$ cat config.mk
export PLATFORM = sky130hd
export DESIGN_NAME = afc_audio_serial
export DESIGN_NICKNAME = d
export VERILOG_FILES = /design/src/core/afc_pkg.sv /design/src/core/afc_audio_serial.sv
export SDC_FILE = /design/constraint.sdc
export NUM_CORES = 1
export LEC_CHECK = 0
export BUFFER_PORTS_ARGS = -buffer_cell sky130_fd_sc_hd__buf_4
export CORE_AREA = 2 2 150 152
export CTS_CLUSTER_SIZE = 12
export DETAILED_ROUTE_END_ITERATION = 12
export DIE_AREA = 0 0 152 154
export PLACE_DENSITY = 0.76
export RECOVER_POWER = 100
export SLEW_MARGIN = 20
export SYNTH_ARGS = -nofsm -noshare
export SYNTH_HDL_FRONTEND = slang
export SYNTH_SLANG_ARGS = --single-unit
$ cat constraint.sdc
create_clock -name i_clk -period 4.3 [get_ports i_clk]
set_input_delay 0.43 -clock i_clk [delete_from_list [all_inputs] [get_ports i_clk]]
set_output_delay 0.43 -clock i_clk [all_outputs]
set_load 0.005 [all_outputs]
$ cat src/core/afc_pkg.sv
/*
 * Shared constants and types of the serial audio framer: register map,
 * field positions, reset values and mode encodings.
 * Assumes a 32-bit Avalon-MM register bus with byte addresses.
 */
package afc_pkg;
    // Register byte offsets
    localparam logic [3:0] OFS_CTRL = 4'h0;
    localparam logic [3:0] OFS_PSC  = 4'h4;
    localparam logic [3:0] OFS_DATA = 4'h8;
    localparam logic [3:0] OFS_STAT = 4'hC;
    // Audio control register fields
    localparam int C_EN  = 0;
    localparam int C_STD = 1;
    localparam int C_DL  = 3;
    localparam int C_CL  = 5;
    localparam int C_POL = 6;
    localparam int C_FSL = 7;
    localparam logic [7:0] CTRL_RST = 8'h00;
    // Audio prescaler register fields
    localparam int P_DIV = 0;
    localparam int P_ODD = 8;
    localparam int P_MCK = 9;
    localparam logic [7:0] DIV_RST = 8'h02;
    // Status register fields
    localparam int S_TXE  = 0;
    localparam int S_RXR  = 1;
    localparam int S_BUSY = 2;
    localparam int S_SIDE = 3;
    // Bit counts and minimum divisor
    localparam logic [5:0] BITS16 = 6'h10;
    localparam logic [5:0] BITS24 = 6'h18;
    localparam logic [5:0] BITS32 = 6'h20;
    localparam logic [5:0] LONG_SYNC_BITS = 6'h0D;
    localparam logic [8:0] MIN_DIV = 9'h002;
    typedef enum logic [1:0] {
        STD_PHILIPS = 2'h0,
        STD_MSB     = 2'h1,
        STD_LSB     = 2'h2,
        STD_PCM     = 2'h3
    } afc_std_t;
    typedef enum logic [1:0] {
        DL_16 = 2'h0,
        DL_24 = 2'h1,
        DL_32 = 2'h2
    } afc_dlen_t;
    typedef enum logic [1:0] {
        BUS_IDLE = 2'b01,
        BUS_ACK  = 2'b10
    } afc_bus_t;
endpackage : afc_pkg

$ cat src/core/afc_audio_serial.sv
/*
 * Serial audio master: framing for MSB-, LSB-justified and PCM formats,
 * clock generation and a 16-bit data port behind Avalon-MM registers.
 * Assumes one clock, serial data input synchronous to it.
 */
// Our own choices: the placing of the registers and register access over Avalon-MM.
// How it works
// - MSB-justified: word select and data change on falling bit clock.
// - LSB-justified: word select and data change on falling bit clock.
// - PCM: change on rising bit clock; word select marks frames.
// - MSB and PCM split samples into halfwords like Philips format.
// - Slot equal to sample gives same waveform for LSB and MSB.
// - Longer slot: LSB mode aligns bits low, MSB mode aligns high.
// - 24-bit LSB receive reads zero-padded D23..16, then D15..0.
// - 16-bit sample in 32-bit slot: one access, rest driven zero.
// - PCM short or long frame sync chosen by one control bit.
// - Clocks come from core clock, divider, odd bit, mclk enable.
// - No master clock: bit rate is clock over twice divider plus odd.
// - Master clock, 16-bit channels: bit rate divided further by eight.
// - Master clock, 32-bit channels: bit rate divided further by four.
// - No master clock: sample rate divides bit rate by 32 or 64, by 16 or 32 in PCM.
// - Master clock: sample rate is clock over 256 times divisor, 128 times in PCM.
// - Master clock output runs at 256 times sample rate, 128 times in PCM.
// - Four packet types; 16-bit port, wide samples need two accesses.
// - MSB shifted first; left channel always before right.
`timescale 1ns/1ps
module afc_audio_serial (
    input  wire logic        i_clk,
    input  wire logic        i_reset_n,
    input  wire logic [3:0]  i_avs_address,
    input  wire logic        i_avs_read,
    input  wire logic        i_avs_write,
    input  wire logic [31:0] i_avs_writedata,
    output logic      [31:0] o_avs_readdata,
    output logic             o_avs_waitrequest,
    input  wire logic        i_sd,
    output logic             o_sck,
    output logic             o_ws,
    output logic             o_sd,
    output logic             o_mck
);
    import afc_pkg::*;

    logic [7:0]  ctrl_reg, ctrl_next, div_reg, div_next;
    logic        odd_reg, odd_next, mcken_reg, mcken_next;
    afc_bus_t    bus_reg, bus_next;
    logic [31:0] rdata_reg, rdata_next, hold_reg, hold_next;
    logic        tx_full_reg, tx_full_next, tx_half_reg, tx_half_next;
    logic [11:0] pcnt_reg, pcnt_next;
    logic [8:0]  ucnt_reg, ucnt_next;
    logic [5:0]  bitpos_reg, bitpos_next;
    logic [31:0] smp_reg, smp_next;
    logic        sck_reg, sck_next, ws_reg, ws_next, sd_reg, sd_next;
    logic        mck_reg, mck_next, side_reg, side_next;
    logic [31:0] rxsh_reg, rxsh_next, rxbuf_reg, rxbuf_next;
    logic [1:0]  rxcnt_reg, rxcnt_next;
    // Decoded configuration
    logic        en, pcm, lsb, clen, pol, fsl;
    afc_std_t    fmt;
    logic [5:0]  dl, cb, last, bpn, sn, sc, idx;
    logic [8:0]  dval;
    logic [11:0] per, half;
    logic        upd, smp_ev, tx_load, vbit, acc, pop;
    logic [31:0] txs, cur;
    assign en   = ctrl_reg[C_EN];
    assign fmt  = afc_std_t'(ctrl_reg[C_STD +: 2]);
    assign pcm  = (fmt == STD_PCM);
    assign lsb  = (fmt == STD_LSB);
    assign clen = ctrl_reg[C_CL];
    assign pol  = ctrl_reg[C_POL];
    assign fsl  = ctrl_reg[C_FSL];
    // A 16-bit slot can only carry a 16-bit sample
    assign dl = !clen ? BITS16 :
        (afc_dlen_t'(ctrl_reg[C_DL +: 2]) == DL_24) ? BITS24 :
        (afc_dlen_t'(ctrl_reg[C_DL +: 2]) == DL_32) ? BITS32 : BITS16;
    assign cb   = clen ? BITS32 : BITS16;
    assign last = (pcm ? cb : {cb[4:0], 1'b0}) - 6'h01;
    // Divisor is twice the divider plus the odd bit; below two is unusable
    assign dval = ({div_reg, odd_reg} < MIN_DIV) ? MIN_DIV
                : {div_reg, odd_reg};
    // Bit period in core cycles; one master clock period is dval
    assign per = !mcken_reg ? {3'h0, dval}
               : clen ? {1'b0, dval, 2'h0}
               : {dval, 3'h0};
    assign half   = {1'b0, per[11:1]};
    assign upd    = en && (pcnt_reg == 12'h000);
    assign smp_ev = en && (pcnt_reg == half);
    // Next bit position and its slot index; slot zero starts a channel
    assign bpn = (bitpos_reg >= last) ? 6'h00 : bitpos_reg + 6'h01;
    assign sn  = clen ? {1'b0, bpn[4:0]} : {2'h0, bpn[3:0]};
    assign sc  = clen ? {1'b0, bitpos_reg[4:0]} : {2'h0, bitpos_reg[3:0]};
    assign tx_load = upd && (sn == 6'h00);
    // Halfwords to sample; 24-bit LSB layout differs from the others
    always_comb begin
        if (dl == BITS16)
            txs = {16'h0000, hold_reg[31:16]};
        else if (dl == BITS32)
            txs = hold_reg;
        else if (lsb)
            txs = {8'h00, hold_reg[23:16], hold_reg[15:0]};
        else
            txs = {8'h00, hold_reg[31:16], hold_reg[15:8]};
    end
    // Sample in flight; an empty buffer sends silence rather than stale data
    assign cur  = !tx_load ? smp_reg : tx_full_reg ? txs : 32'h00000000;
    assign vbit = lsb ? (sn >= cb - dl) : (sn < dl);
    assign idx  = lsb ? cb - 6'h01 - sn : dl - 6'h01 - sn;
    // Bus slave, configuration and transmit halfword buffer
    assign acc = (bus_reg == BUS_ACK) && (i_avs_read || i_avs_write);
    assign pop = acc && i_avs_read && (i_avs_address == OFS_DATA)
              && (rxcnt_reg != 2'h0);
    always_comb begin
        bus_next     = bus_reg;
        rdata_next   = rdata_reg;
        ctrl_next    = ctrl_reg;
        div_next     = div_reg;
        odd_next     = odd_reg;
        mcken_next   = mcken_reg;
        hold_next    = hold_reg;
        tx_full_next = tx_full_reg && !tx_load;
        tx_half_next = tx_half_reg;
        unique case (bus_reg)
            BUS_IDLE: begin
                // Data writes stall while a whole sample is still waiting
                if ((i_avs_read || i_avs_write) && !(i_avs_write
                    && i_avs_address == OFS_DATA && tx_full_reg)) begin
                    bus_next = BUS_ACK;
                end
                unique case (i_avs_address)
                    OFS_CTRL: rdata_next = {24'h000000, ctrl_reg};
                    OFS_PSC:  rdata_next = {22'h000000, mcken_reg,
                                            odd_reg, div_reg};
                    OFS_DATA: rdata_next = {16'h0000, rxcnt_reg != 2'h0 ?
                                            rxbuf_reg[31:16] : 16'h0000};
                    OFS_STAT: rdata_next = {28'h0000000, side_reg, en,
                                            rxcnt_reg != 2'h0, !tx_full_reg};
                    default:  rdata_next = 32'h00000000;
                endcase
            end
            BUS_ACK: begin
                bus_next = BUS_IDLE;
                if (acc && i_avs_write) begin
                    unique case (i_avs_address)
                        OFS_CTRL: ctrl_next = i_avs_writedata[7:0];
                        OFS_PSC: begin
                            div_next   = i_avs_writedata[P_DIV +: 8];
                            odd_next   = i_avs_writedata[P_ODD];
                            mcken_next = i_avs_writedata[P_MCK];
                        end
                        OFS_DATA: begin
                            // First access is the high half, then the low
                            if (!tx_half_reg) begin
                                hold_next[31:16] = i_avs_writedata[15:0];
                                tx_full_next = (dl == BITS16);
                                tx_half_next = (dl != BITS16);
                            end else begin
                                hold_next[15:0] = i_avs_writedata[15:0];
                                tx_full_next = 1'b1;
                                tx_half_next = 1'b0;
                            end
                        end
                        default: ;
                    endcase
                end
            end
        endcase
    end
    // Registers of the bus group
    always_ff @(posedge i_clk or negedge i_reset_n) begin
        if (!i_reset_n) begin
            bus_reg <= BUS_IDLE;
            o_avs_waitrequest <= 1'b1;
            rdata_reg <= 32'h00000000;
            ctrl_reg <= CTRL_RST;
            div_reg <= DIV_RST;
            odd_reg <= 1'b0;
            mcken_reg <= 1'b0;
            hold_reg <= 32'h00000000;
            tx_full_reg <= 1'b0;
            tx_half_reg <= 1'b0;
        end else begin
            bus_reg <= bus_next;
            o_avs_waitrequest <= (bus_next != BUS_ACK);
            rdata_reg <= rdata_next;
            ctrl_reg <= ctrl_next;
            div_reg <= div_next;
            odd_reg <= odd_next;
            mcken_reg <= mcken_next;
            hold_reg <= hold_next;
            tx_full_reg <= tx_full_next;
            tx_half_reg <= tx_half_next;
        end
    end
    assign o_avs_readdata = rdata_reg;
    // Link timing: bit clock, master clock, word select and data
    always_comb begin
        pcnt_next   = 12'h000;
        ucnt_next   = 9'h000;
        bitpos_next = 6'h3F;
        smp_next    = smp_reg;
        ws_next     = ws_reg;
        sd_next     = sd_reg;
        side_next   = side_reg;
        sck_next    = pol;
        mck_next    = 1'b0;
        if (en) begin
            pcnt_next = (pcnt_reg >= per - 12'h001) ? 12'h000
                      : pcnt_reg + 12'h001;
            ucnt_next = (ucnt_reg >= dval - 9'h001) ? 9'h000
                      : ucnt_reg + 9'h001;
            mck_next = mcken_reg && (ucnt_reg < {1'b0, dval[8:1]});
            // Update edge sits at count zero: falling, or rising for PCM
            sck_next = pol ^ (pcm ? (pcnt_reg < half)
                                  : (pcnt_reg >= half));
            bitpos_next = bitpos_reg;
            if (upd) begin
                bitpos_next = bpn;
                smp_next = cur;
                sd_next = vbit && cur[idx[4:0]];
                if (pcm)
                    ws_next = fsl ? (bpn < LONG_SYNC_BITS)
                                  : (bpn == last);
                else
                    ws_next = (bpn >= cb);
                if (sn == 6'h00)
                    side_next = !pcm && (bpn >= cb);
            end
        end
    end
    // Registers of the link group; all pins come straight from flops
    always_ff @(posedge i_clk or negedge i_reset_n) begin
        if (!i_reset_n) begin
            pcnt_reg <= 12'h000;
            ucnt_reg <= 9'h000;
            bitpos_reg <= 6'h3F;
            smp_reg <= 32'h00000000;
            sck_reg <= 1'b0;
            ws_reg <= 1'b0;
            sd_reg <= 1'b0;
            mck_reg <= 1'b0;
            side_reg <= 1'b0;
        end else begin
            pcnt_reg <= pcnt_next;
            ucnt_reg <= ucnt_next;
            bitpos_reg <= bitpos_next;
            smp_reg <= smp_next;
            sck_reg <= sck_next;
            ws_reg <= ws_next;
            sd_reg <= sd_next;
            mck_reg <= mck_next;
            side_reg <= side_next;
        end
    end
    assign o_sck = sck_reg;
    assign o_ws  = ws_reg;
    assign o_sd  = sd_reg;
    assign o_mck = mck_reg;
    // Receive: shift on the sampling edge, unpack at end of each slot
    always_comb begin
        logic [31:0] raw, rs;
        raw = {rxsh_reg[30:0], i_sd};
        rs  = lsb ? raw : (raw >> (cb - dl));
        rxsh_next  = smp_ev ? raw : rxsh_reg;
        rxbuf_next = rxbuf_reg;
        rxcnt_next = rxcnt_reg;
        if (pop) begin
            rxbuf_next = {rxbuf_reg[15:0], 16'h0000};
            rxcnt_next = rxcnt_reg - 2'h1;
        end
        // Arrival wins over a pop that empties the buffer; else overrun
        if (smp_ev && (sc == cb - 6'h01) && (rxcnt_next == 2'h0)) begin
            rxcnt_next = (dl == BITS16) ? 2'h1 : 2'h2;
            if (dl == BITS16)
                rxbuf_next = {rs[15:0], 16'h0000};
            else if (dl == BITS32)
                rxbuf_next = rs;
            else if (lsb)
                rxbuf_next = {8'h00, rs[23:16], rs[15:0]};
            else
                rxbuf_next = {rs[23:0], 8'h00};
        end
    end
    // Registers of the receive group
    always_ff @(posedge i_clk or negedge i_reset_n) begin
        if (!i_reset_n) begin
            rxsh_reg <= 32'h00000000;
            rxbuf_reg <= 32'h00000000;
            rxcnt_reg <= 2'h0;
        end else begin
            rxsh_reg <= rxsh_next;
            rxbuf_reg <= rxbuf_next;
            rxcnt_reg <= rxcnt_next;
        end
    end
endmodule : afc_audio_serial

After elaboration in Yosys (flattened, before gate mapping)

Index checks and enable logic that the tools add are counted.

Bits in registers: 216
Word-level logic and storage cells: 151
Memories kept: 0
Input bits: 41
Bits in latches: 0
ROM bits: 0
RAM bits: 0
Output and inout bits: 37

Reductions and logical operators: 35
Magnitude comparators: 12
Shifts and indexed selects: 1
$mul: 0
Divide/modulo/power cells: 0
Equal/unequal tests: 17
Multiplexer cells: 49
Bitwise logic cells: 2
$add $sub $neg: 12

Operator list:

| kind                  | count |
|---|---|
| $mux 32               | 10 |
| $pmux 16 s4           | 1 |
| $mux 12               | 4 |
| $mux 6                | 8 |
| $shr 32x6->32         | 1 |
| $mux 9                | 3 |
| $mux 24               | 1 |
| $logic_and 1x1->1     | 17 |
| $mux 16               | 1 |
| $mux 5                | 3 |
| $add 12x1->12 const B | 1 |
| $eq 12x11->1          | 1 |
| $ge 12x11->1          | 1 |
| $ge 12x12->1          | 1 |
| $ge 6x6->1            | 2 |
| $logic_not 12->1      | 1 |
| $lt 12x11->1          | 1 |
| $mux 1                | 12 |
| $reduce_and 3->1      | 4 |
| $sub 12x1->12 const B | 1 |
| $sub 6x1->6 const B   | 2 |
| $sub 5x5->5           | 2 |
| $add 9x1->9 const B   | 1 |
| $ge 9x9->1            | 1 |
| 35 further kinds      | 48 |

Longest topological paths before layout

Gate-level depths: netlist (run 1).

Depth in word-level cells: 13
Mapped depth: 20
Gate-level depth less buffers: 15

Least setup slack after synthesis (run 1)

No wires, ideal clock.

Kind: register to register
From: reg ctrl_reg[5]
To: reg sd_reg (netlist: o_sd)
Cell stages (with the launch flop): 19
Library setup time: 0.120 ns
Path buffers: 4
Required time: 4.180 ns
Slack: 0.103 ns
Period minus slack after synthesis: 4.197 ns
Arrival time: 4.078 ns
Path through: dfrtp_1 -> clkbuf_1 -> buf_1 -> nand2_1 -> ha_1 -> nand2_1 -> o21a_1 -> buf_2 -> buf_1 -> nand2_1 -> inv_1 -> ha_1 -> nand2b_1 -> a2111oi_4 -> mux2_2 -> o221a_2 -> nor3_1 -> o41ai_1 -> a31o_1

Longest elaborated chain between the ends: 12
Elaborated cells between the ends (all ways): 27
Those cells by class: add/sub (6); order compare (3); eq/ne (2); mux (13); reduce/logical (3)

RTL lines:

| item                                                 | line                    | RTL |
|---|---|---|
| start, declared                                      | afc_audio_serial.sv:44  | `logic [7:0] ctrl_reg, ctrl_next, div_reg, div_next;` |
| start signal, assigned                               | afc_audio_serial.sv:185 | `ctrl_reg <= ctrl_next;` |
| branches (longest 11 deep; another with $sub 6x1->6) | -                       |  |
| $logic_and 1x1->1 (*)                                | afc_audio_serial.sv:219 | `sd_next = vbit && cur[idx[4:0]];` |
| end signal, assigned                                 | afc_audio_serial.sv:249 | `sd_reg <= sd_next;` |
| end, declared                                        | afc_audio_serial.sv:53  | `logic sck_reg, sck_next, ws_reg, ws_next, sd_reg, sd_next;` |

Mark *: on every way between the ends. The select of a mux whose other input is x is not followed.
A chain may end at the register's enable or synchronous reset.

Worst setup path in the final report (run 1)

From: reg bitpos_reg[0]
To: reg sd_reg (netlist: o_sd)

Longest elaborated chain between the ends: 9
Elaborated cells between the ends (all ways): 16
Those cells by class: add/sub (3); order compare (3); mux (7); reduce/logical (3)

RTL lines:

| item                                                | line                    | RTL |
|---|---|---|
| start, declared                                     | afc_audio_serial.sv:51  | `logic [5:0] bitpos_reg, bitpos_next;` |
| start signal, assigned                              | afc_audio_serial.sv:245 | `bitpos_reg <= bitpos_next;` |
| $add 6x1->6 or $ge 6x6->1 (tied branches)           | afc_audio_serial.sv:89  | `assign bpn = (bitpos_reg >= last) ? 6'h00 : bitpos_reg + 6'h01;` |
| $mux 6 (*)                                          | afc_audio_serial.sv:89  |  |
| $mux 5 (*)                                          | afc_audio_serial.sv:90  | `assign sn = clen ? {1'b0, bpn[4:0]} : {2'h0, bpn[3:0]};` |
| branches (longest 5 deep; another with $sub 5x5->5) | -                       |  |
| $logic_and 1x1->1 (*)                               | afc_audio_serial.sv:219 |  |

Marks and branches as above.

==> results.md, run 1 <==
- IO Pins: between 70 and 80
- Crit Path Max Fanout: 9
- Fmax achieved: 249 MHz
- Slew Viols, Final: 125
- Number of vias in the routed layout: about 9,400
- Routed Wire Length: 29.1 mm
- Sequential share of the synthesized area: 41.8%
- Filler cell count: 1,808
- CP Buf/Inv Count: 2
- Setup ws final: approximately 280 ps
- Area of the core: about 22,000 sq um
- # rows: 54
- Mux share of post-synthesis cell area: approximately 15%
- Warnings, synthesis: 0
- Synth Area in Simple Gates: a little over an eighth
- CP endpoint kind: flop
- Clock Tree Root: clkbuf_16
- Cell mode on critical path: ha_1
- Run status: finished, violations left
- Required time worst endpoint: 4650 ps
- Clock tree buffer depth: 2
- Vias in the first global route: 9,106
- Drt pass-1 iters: 6
- Final instance area: 13,100 sq um
- Post-Place Worst Slack: 159 ps
- Slowest stage delay, CP: 650 ps
- Reg-to-reg setup timing slack: 280 ps
- Syn-to-layout area delta: 8.86%
- Worst Setup Path Type: reg2reg
- Syn_area_per_cell: 9.69 sq um
- Top cell type by total area after synthesis: dfrtp_1
- Tot Pwr: between 7 and 8 mW
- DRC violations left: 0
- Post-synth ARST share: 100%
- Total gr overflow: 0
- Rel. slew slack: -102%
- Clock Latency Late Sink: about 460 ps
- First-pass GRT wire length: 48.2 mm
- Worst R2R End: o_sd
- Post-Syn Instances: 1,238
- Yosys reg bits: 200
- Placed Area: 12,500 sq um
- H-tree depth: 4
- CTS Buf Count: 17
- GP Congestion: 0.863
- Most frequent cells in the layout: 196 x nand2_1, 191 x dfrtp_1, 101 x o21ai_0
- Hold path depth: 2
- Number of flops mapped to enable cells by yosys: 0
- Endpoints failing hold: 0
- Register-to-Register Path Depth: 14
- Initial core utilization: 55.3%
- Layout cell share with drive strength beyond 1: roughly 17%
- Routed Antenna Nets: 0
- XOR/XNOR Fraction of Synth Area: approximately 3.1%
- Clk sinks: 200
- Endpoint, Worst Hold: hold_reg[27]
- Top-area cell type share of the netlist area: between 30% and 40%
- Initial antenna violation count: 0
- Area contributors post-synth: dfrtp_1 40%, mux2_2 8.4%, nand2_1 6.1%
- Cell family with most CP delay: compound AO/OA/AOI/OAI gates
- Setup-failing EPs final: 0
- Final period util: slightly above 90%
- Power per standard cell area: 605 nW/um^2
- Largest net degree at the start of global routing: approximately 130
- Violated checks: max-capacitance violations, max-slew violations
- Max_cap viols: 1
- Worst Setup Start Kind: flop
- Unique masters post-synth: 80
- GRT Total Usage: 25.5%
- Worst EP arrival: 4370 ps
- Post-layout nets: 1,350
- Final HPWL DP: 20.5 mm
- RSZ-0062 raised after global routing: false
- Peak VDD IR: 348 uV
- Iter 0 DRT Violations: 720
- Die width: 152 um
- Main flop type after synthesis: dfrtp_1
- Worst-margin pin slew: 3030 ps
- Largest family of logic cells by synthesized area: compound AO/OA/AOI/OAI gates
- TritonCTS clock tree: built
- Hold_sp: i_avs_writedata[11]
- CP Cell Sequence: ha_1 > nand3_1 > o21a_1 > nand2_1 > inv_1 > ha_1 > nand2b_1 > a2111oi_0 > buf_4 > mux2_2 > o221a_2 > nor3_1 > o41ai_1 > a31o_1
- Die ar.: 23,400 sq um
- Footprint of the multi-input gates: 6440 sq um
- Inserted Diodes: 0
- Mapped Area: 12,000 sq um
- Final setup TNS: 0 ps
- Min-delay worst type: in2reg
- Port bufs: 45
- Lkg Pwr: 5.96 nW
- Critical path's slowest cell: dfstp_2
- Worst Skew: 17.0 ps
- Synth Area in Adders: 5.61%
- Post-layout minimum cycle time: 4020 ps
- Area fraction in compound gates after synthesis: 16.6%
- Clock-pin slew on the worst setup and hold paths: ~90 ps
- Commonest non-fill, non-tap cell in the layout: nand2_1
- R2r startpoint: bitpos_reg[0]
- DR WL/cell: 18.8 um
- Register area: 5020 sq um
- Via density: 6.04
- Die Y: 154 um
[cell families after synthesis]
family / count (synthesis)
buffers and inverters: 122
and+or+nand+nor: 345
adders and majority gates: 54
DFF: 200
xor gates and xnor gates: 43
other: 1
muxes: 159
AOI/OAI and AO/OA: 314
[worst max path at each step]
stage / start / end / slack, ps / cells after the start
2_1_floorplan: ctrl_reg[5] / o_sd / 100 / 18
3_3_place_gp: div_reg[4] / pcnt_reg[1] / 280 / 13
3_5_place_dp: div_reg[4] / pcnt_reg[1] / 160 / 13
4_1_cts: div_reg[4] / pcnt_reg[1] / 140 / 13
5_1_grt: div_reg[4] / pcnt_reg[7] / 30 / 14
6_report: bitpos_reg[0] / o_sd / 280 / 14
[timing repair]
action,CTS,global route
hold buffers,0,0
gates resized for setup,0,1
endpoints found under the setup margin,0,12
buffers inserted,0,1
[metrics by stage]
stage | std cells | hold slack [ps] | util [%]
2_1_floorplan | 1253 | 134 | -
3_3_place_gp | 1516 | 445 | 57.8
3_5_place_dp | 1516 | 457 | 57.8
4_1_cts | 1548 | 170 | 60.6
5_1_grt | 1549 | 195 | 60.2
6_report | 1549 | 202 | 60.2
[power by group]
group	total, mW	switching [mW]	leakage, nW	internal [mW]
registers	2.59	0.349	2.71	2.24
logic	3.64	2.18	2.96	1.46
clock network	1.67	0.872	0.293	0.801
total	7.90	3.40	5.96	4.50
[layout make-up]
type,count,share of cell area [%]
inverters,32,0.920
clock inverters,15,1.40
well taps,280,2.68
clock buffers,17,3.26
repair buffers,74,4.01
flip-flops and latches,200,38.4
multi-input cells,931,49.3
[per-layer routing]
metal | up-vias | track usage, % | share of wire (%)
li1 | 4444 | - | -
met1 | 4538 | 36.5 | 46
met2 | 331 | 40.2 | 47
met3 | 38 | 3.92 | 5.5
met4 | 0 | 7.70 | 2.0
met5 | - | 0 | 0
[cell usage after synthesis, drive strengths merged (7+ instances only)]
| cell | number |
|---|---|
| nand2 | 197 |
| dfrtp | 191 |
| o21ai | 101 |
| mux2 | 89 |
| a21oi | 82 |
| mux2i | 62 |
| ha | 53 |
| clkbuf | 50 |
| nand3 | 44 |
| buf | 40 |
| nor2 | 36 |
| inv | 31 |
| xnor2 | 26 |
| a21o | 20 |
| xor2 | 17 |
| nor3 | 15 |
| o21a | 14 |
| a211oi | 12 |
| o211ai | 10 |
| and3 | 9 |
| dfstp | 9 |
| a311oi | 8 |
| mux4 | 8 |
| o31ai | 8 |
| a22oi | 7 |
| a31oi | 7 |
| nand2b | 7 |
No activity file was read; power rests on OpenSTA's default activity.
==> inputs of run 2 (changes only) <==
BUFFER_PORTS_ARGS = not set   (was -buffer_cell sky130_fd_sc_hd__buf_4)
CORE_AREA = 2 2 147 149   (was 2 2 150 152)
DIE_AREA = 0 0 149 151   (was 0 0 152 154)
DONT_BUFFER_PORTS = 1   (was not set)
==> run 2 against run 1 <==
Against the previous run:
- the run ends with negative hold slack, max-capacitance violations, max-slew violations left
- sequential power up 2%
- flip-flop and latch count unchanged
- worst setup slack better by 14 ps
- non-clock buffer count down 45
- cell area down 2.2%
- global-route usage up 1.3 points
- largest power group unchanged
==> results.md, run 2 (synthesis results as in run 1) <==
- Drt pass-1 iters: 5
- Area of the core: 20,800 sq um
- First-pass GRT wire length: 47.4 mm
- Post-Place Cells: 1,466
- IO Pins: 78
- Vias in the first global route: 8,962
- Die width: 149 um
- Largest net degree at the start of global routing: 201
- Number of vias in the routed layout: 9,193
- Clk sinks: 200
- Final setup TNS: 0 ps
- Setup ws final: between 200 and 300 ps
- Routed Antenna Nets: 0
- Clock tree buffer depth: 2
- Violated checks: negative hold slack, max-capacitance violations, max-slew violations
- Fmax achieved: 249 MHz
- Post-layout minimum cycle time: 4010 ps
- Setup-failing EPs final: 0
- CTS Buf Count: 17
- TritonCTS clock tree: built
- Lkg Pwr: 5.77 nW
- RSZ-0062 raised after global routing: false
- Rel. slew slack: -10.1%
- Layout cell share with drive strength beyond 1: 14.5%
- Worst-margin pin slew: 1650 ps
- Post-Place Worst Slack: around 280 ps
- Most frequent cells in the layout: 196 x nand2_1, 191 x dfrtp_1, 101 x o21ai_0
- Power per standard cell area: 614 nW/um^2
- Via density: 6.13
- Required time worst endpoint: 4600 ps
- Final HPWL DP: 20.1 mm
- Run status: finished, violations left
- Iter 0 DRT Violations: 973
- CP endpoint kind: flop
- Initial antenna violation count: 2
- Routed Wire Length: 28.8 mm
- Final period util: 93.2%
- Max_cap viols: 1
- DR WL/cell: about 19 um
- Post-layout nets: between 1,000 and 1,500
- GP Congestion: 0.889
- CP Cell Sequence: buf_4 > nor4_1 > a21oi_1 > nor2_1 > a311o_1 > o21ai_0 > ha_1 > o2111ai_1 > nor3_4 > nand2_2 > a211oi_1 > a21oi_1
- Clock Tree Root: clkbuf_16
- Cell mode on critical path: a21oi_1
- Critical path's slowest cell: nor4_1
- Slew Viols, Final: 35
- Initial core utilization: 57.6%
- # rows: 53
- Worst Skew: 18.4 ps
- DRC violations left: 0
- H-tree depth: 4
- GRT Total Usage: 26.8%
- Tot Pwr: about 7.8 mW
- Inserted Diodes: 0
- Min-delay worst type: in2async
- Clock-pin slew on the worst setup and hold paths: ~80 ps
- Crit Path Max Fanout: 25
- Peak VDD IR: 376 uV
- Slowest stage delay, CP: 570 ps
- Hold Worst Slack: -332 ps
- Commonest non-fill, non-tap cell in the layout: nand2_1
- Port bufs: 0
- Endpoints failing hold: 198
- Die Y: ~150 um
- Non-filler cells, final: 1,499
- Worst Setup Path Type: reg2reg
- Clock Latency Late Sink: 460 ps
- Die ar.: 22,500 sq um
- Syn-to-layout area delta: 6.50%
- Worst Setup Start Kind: flop
- Total gr overflow: 0
- Worst EP arrival: 4310 ps
run 2: cell count changes in the layout (fill, tap and decap cells not counted), moves of 2 or more:
cell / change
clkinv_8: +4
buf_4: -26
clkinv_4: -2
clkbuf_4: -18
nor3_1: -2
run 2: final cells by class:
class / instances / area, sq um
Clock buffer: 17 / 425
Clock inverter: 15 / 209
Fill cell: 1753 / 8050
Inverter: 32 / 120
Multi-Input combinational cell: 931 / 6470
Sequential cell: 200 / 5020
Tap cell: 275 / 344
Timing Repair Buffer: 29 / 189
run 2: power by group:
| group | internal (mW) | switching (mW) | total [mW] |
|---|---|---|---|
| Clock | 0.813 | 0.879 | 1.69 |
| Combinational | 1.42 | 2.08 | 3.50 |
| Sequential | 2.24 | 0.407 | 2.65 |
| Total | 4.48 | 3.37 | 7.85 |
run 2: worst paths after layout:
path | to | from | depth (start not counted) | slack [ps]
hold / removal | pcnt_reg[11] | i_reset_n | 0 | -330
min in group i_clk | hold_reg[11] | i_avs_writedata[11] | 1 | 110
max in group asynchronous | o_avs_waitrequest | i_reset_n | 0 | 4200
hold reg to reg | smp_reg[23] | smp_reg[23] | 2 | 480
setup reg to reg | rxbuf_reg[25] | div_reg[4] | 12 | 290
setup / recovery | rxbuf_reg[25] | div_reg[4] | 12 | 290
run 2: critical path: cells and delay by family (launching register included):
family,cells,cell delay (ps)
AND/OR/NAND/NOR,4,1480
AO/OA/AOI/OAI,6,1440
flip-flops,1,390
adder cells (fa/ha/maj),1,360
buffers and inverters,1,170
run 2: per-stage QoR:
stage / utilization (%) / instance area [sq um]
global route: 61.3 / 12800
global placement: 58.5 / 12200
finish: 61.3 / 12800
detailed placement: 58.5 / 12200
floorplan: - / 12100
CTS: 61.5 / 12800
run 2: per-layer routing:
layer / part of all wire, % / up-vias / global-route usage [%]
met2: 46 / 315 / 40.7
met4: 2.4 / 0 / 9.48
li1: - / 4358 / -
met1: 44 / 4463 / 37.6
met3: 7.6 / 57 / 6.54
met5: 0 / - / 0
run 2: what timing repair did:
item	4_1_cts	5_1_grt
resized for setup	0	3
hold endpoints to repair	200	200
buffers inserted	0	1
endpoints found under the setup margin	0	13
==> inputs of run 3 (changes only) <==
CORE_AREA = 2 2 145 147   (was 2 2 147 149)
CTS_BUF_LIST = sky130_fd_sc_hd__clkbuf_4 sky130_fd_sc_hd__clkbuf_8   (was not set)
DIE_AREA = 0 0 147 149   (was 0 0 149 151)
PLACE_DENSITY = 0.78   (was 0.76)
SETUP_SLACK_MARGIN = 0.15   (was not set)
==> run 3 against run 2 <==
Against the previous run:
- the flow finishes with violations (negative hold slack)
- worst hold slack got worse by 34 ps
- register-to-register slack better by 50 ps
- final cell count is 0.13% lower
- clock power fell by 31%
- first-iteration DRC count fell by 13%
- die area shrank 2.6%
- global-route usage fell by 0.36 points
- sequential share of layout area grew 0.76 points
- core utilization fell by 0.39 points
- clock-buffer cell count is 1 higher
==> results.md, run 3 (synthesis results as in run 1) <==
- Worst Skew: 23.3 ps
- Endpoints failing hold: 200
- Setup ws final: 345 ps
- Fmax achieved: between 200 and 300 MHz
- Syn-to-layout area delta: 4.48%
- Clock-pin slew on the worst setup and hold paths: 110 ps
- Die ar.: ~22,000 sq um
- CP endpoint kind: flop
- Die width: approximately 150 um
- Post-Place Worst Slack: 249 ps
- Worst Setup Start Kind: flop
- Worst EP arrival: about 4400 ps
- DR top layer: met4
- Worst Setup Path Type: reg2reg
- Via density: 6.15
- Filler cell count: 1,693
- Lkg Pwr: 5.67 nW
- CTS Buf Count: 17
- Clock Tree Root: clkbuf_8
- Crit Path Max Fanout: 12
- GP Congestion: 0.894
- Critical path's slowest cell: dfstp_1
- Drt pass-1 iters: 5
- Run status: finished, violations left
- DRC violations left: 0
- Met2 routed WL: 12.8 mm
- Die Y: 149 um
- Max_cap viols: 0
- IO Pins: 78
- Slew Viols, Final: 0
- Required time worst endpoint: ~4700 ps
- CP Buf/Inv Count: 1
- Post-layout minimum cycle time: 3960 ps
- Met3 WL: 1.81 mm
- Final period util: approximately nine tenths
- CP Cell Sequence: or4_4 > or3_4 > a311o_1 > o21ai_0 > nand3_1 > nand3b_1 > xnor2_1 > ha_1 > a21o_1 > a211o_1 > nor2_1 > o211ai_1 > buf_4 > a21boi_0
- Post-layout nets: around 1,300
- # rows: 53
- Power per standard cell area: 583 nW/um^2
- Clock Latency Late Sink: 490 ps
- Layout cell share with drive strength beyond 1: 14.6%
- Cell family with most CP delay: simple AND/OR/NAND/NOR gates
- Routed Antenna Nets: 0
- Number of vias in the routed layout: 9,200
- Largest net degree at the start of global routing: around 200
- Inserted Diodes: 0
- GRT Total Usage: 26.4%
- Min-delay worst type: in2async
- Rel. slew slack: 5.11%
- Port bufs: 0
- Total gr overflow: 0
- Vias in the first global route: 8,895
- Most frequent cells in the layout: 196 x nand2_1, 191 x dfrtp_1, 101 x o21ai_0
- Initial core utilization: 58.3%
- Iter 0 DRT Violations: 842
- Hold Worst Slack: -367 ps
- Slowest stage delay, CP: 530 ps
- TritonCTS clock tree: built
- RSZ-0062 raised after global routing: false
- Final core utilization: 61.0%
- WL met1: 12.8 mm
- Routed Wire Length: about 28 mm
- Peak VDD IR: roughly 310 uV
- Clk sinks: 200
- Area of the core: 20,600 sq um
- Final HPWL DP: between 15 and 20 mm
- Worst-margin pin slew: ~1400 ps
- Initial antenna violation count: 0
- Final setup TNS: 0 ps
- Setup-failing EPs final: 0
- DR WL/cell: 18.7 um
- First-pass GRT wire length: 46.4 mm
- Clock tree buffer depth: 2
- H-tree depth: 4
- Commonest non-fill, non-tap cell in the layout: nand2_1
- Violated checks: negative hold slack
[run 3: cell count changes in the layout (fill, tap and decap cells not counted), sizes merged]
cell      before  now
buf           22   25
clkbuf        24   20
clkinv         7    8
clkinvlp       0    1
inv           40   37
[run 3: metal layers]
| metal | global-route usage [%] | vias to the layer above |
|---|---|---|
| li1 | - | 4345 |
| met1 | 37.4 | 4526 |
| met2 | 40.6 | 293 |
| met3 | 6.12 | 36 |
| met4 | 8.56 | 0 |
| met5 | 0 | - |
[run 3: final timing paths]
kind                                     endpoint  cells after the start           startpoint  slack [ps]
worst max-delay path                  pcnt_reg[1]                     14           div_reg[1]         340
worst min-delay path                 pcnt_reg[11]                      0            i_reset_n        -370
worst max register to register        pcnt_reg[1]                     14           div_reg[1]         340
worst min register to register        smp_reg[15]                      2          smp_reg[15]         480
max in group asynchronous       o_avs_waitrequest                      0            i_reset_n        4360
min in group i_clk                   hold_reg[11]                      1  i_avs_writedata[11]          80
[run 3: final cells by class]
class	instances	area, sq um	share of cell area [%]
clock buffers	18	241	1.93
clock inverters	14	136	1.09
multi-input cells	931	6460	51.6
repair buffers	27	209	1.67
flip-flops and latches	200	5020	40.0
inverters	32	120	0.959
well taps	275	344	2.75
[run 3: through the flow]
stage          hold slack (ps)  area [sq um]  cells  total power [mW]
4_1_cts                   -392         12500   1496              7.29
3_3_place_gp               142         12200   1464              6.00
5_1_grt                   -405         12500   1497              7.87
6_report                  -367         12500   1497              7.30
2_1_floorplan              134         12100   1253              5.27
3_5_place_dp               142         12200   1464              6.11
[run 3: power breakdown]
group / internal, mW / switching (mW) / leakage (nW)
combinational: 1.44 / 2.07 / 2.77
clock: 0.433 / 0.727 / 0.193
sequential: 2.24 / 0.387 / 2.71
total: 4.11 / 3.19 / 5.67
[run 3: timing repair]
| item | CTS | global route |
|---|---|---|
| setup endpoints to repair | 0 | 12 |
| setup buffers | 0 | 1 |
| gates resized for setup | 0 | 1 |
| endpoints found under the hold margin | 200 | 200 |
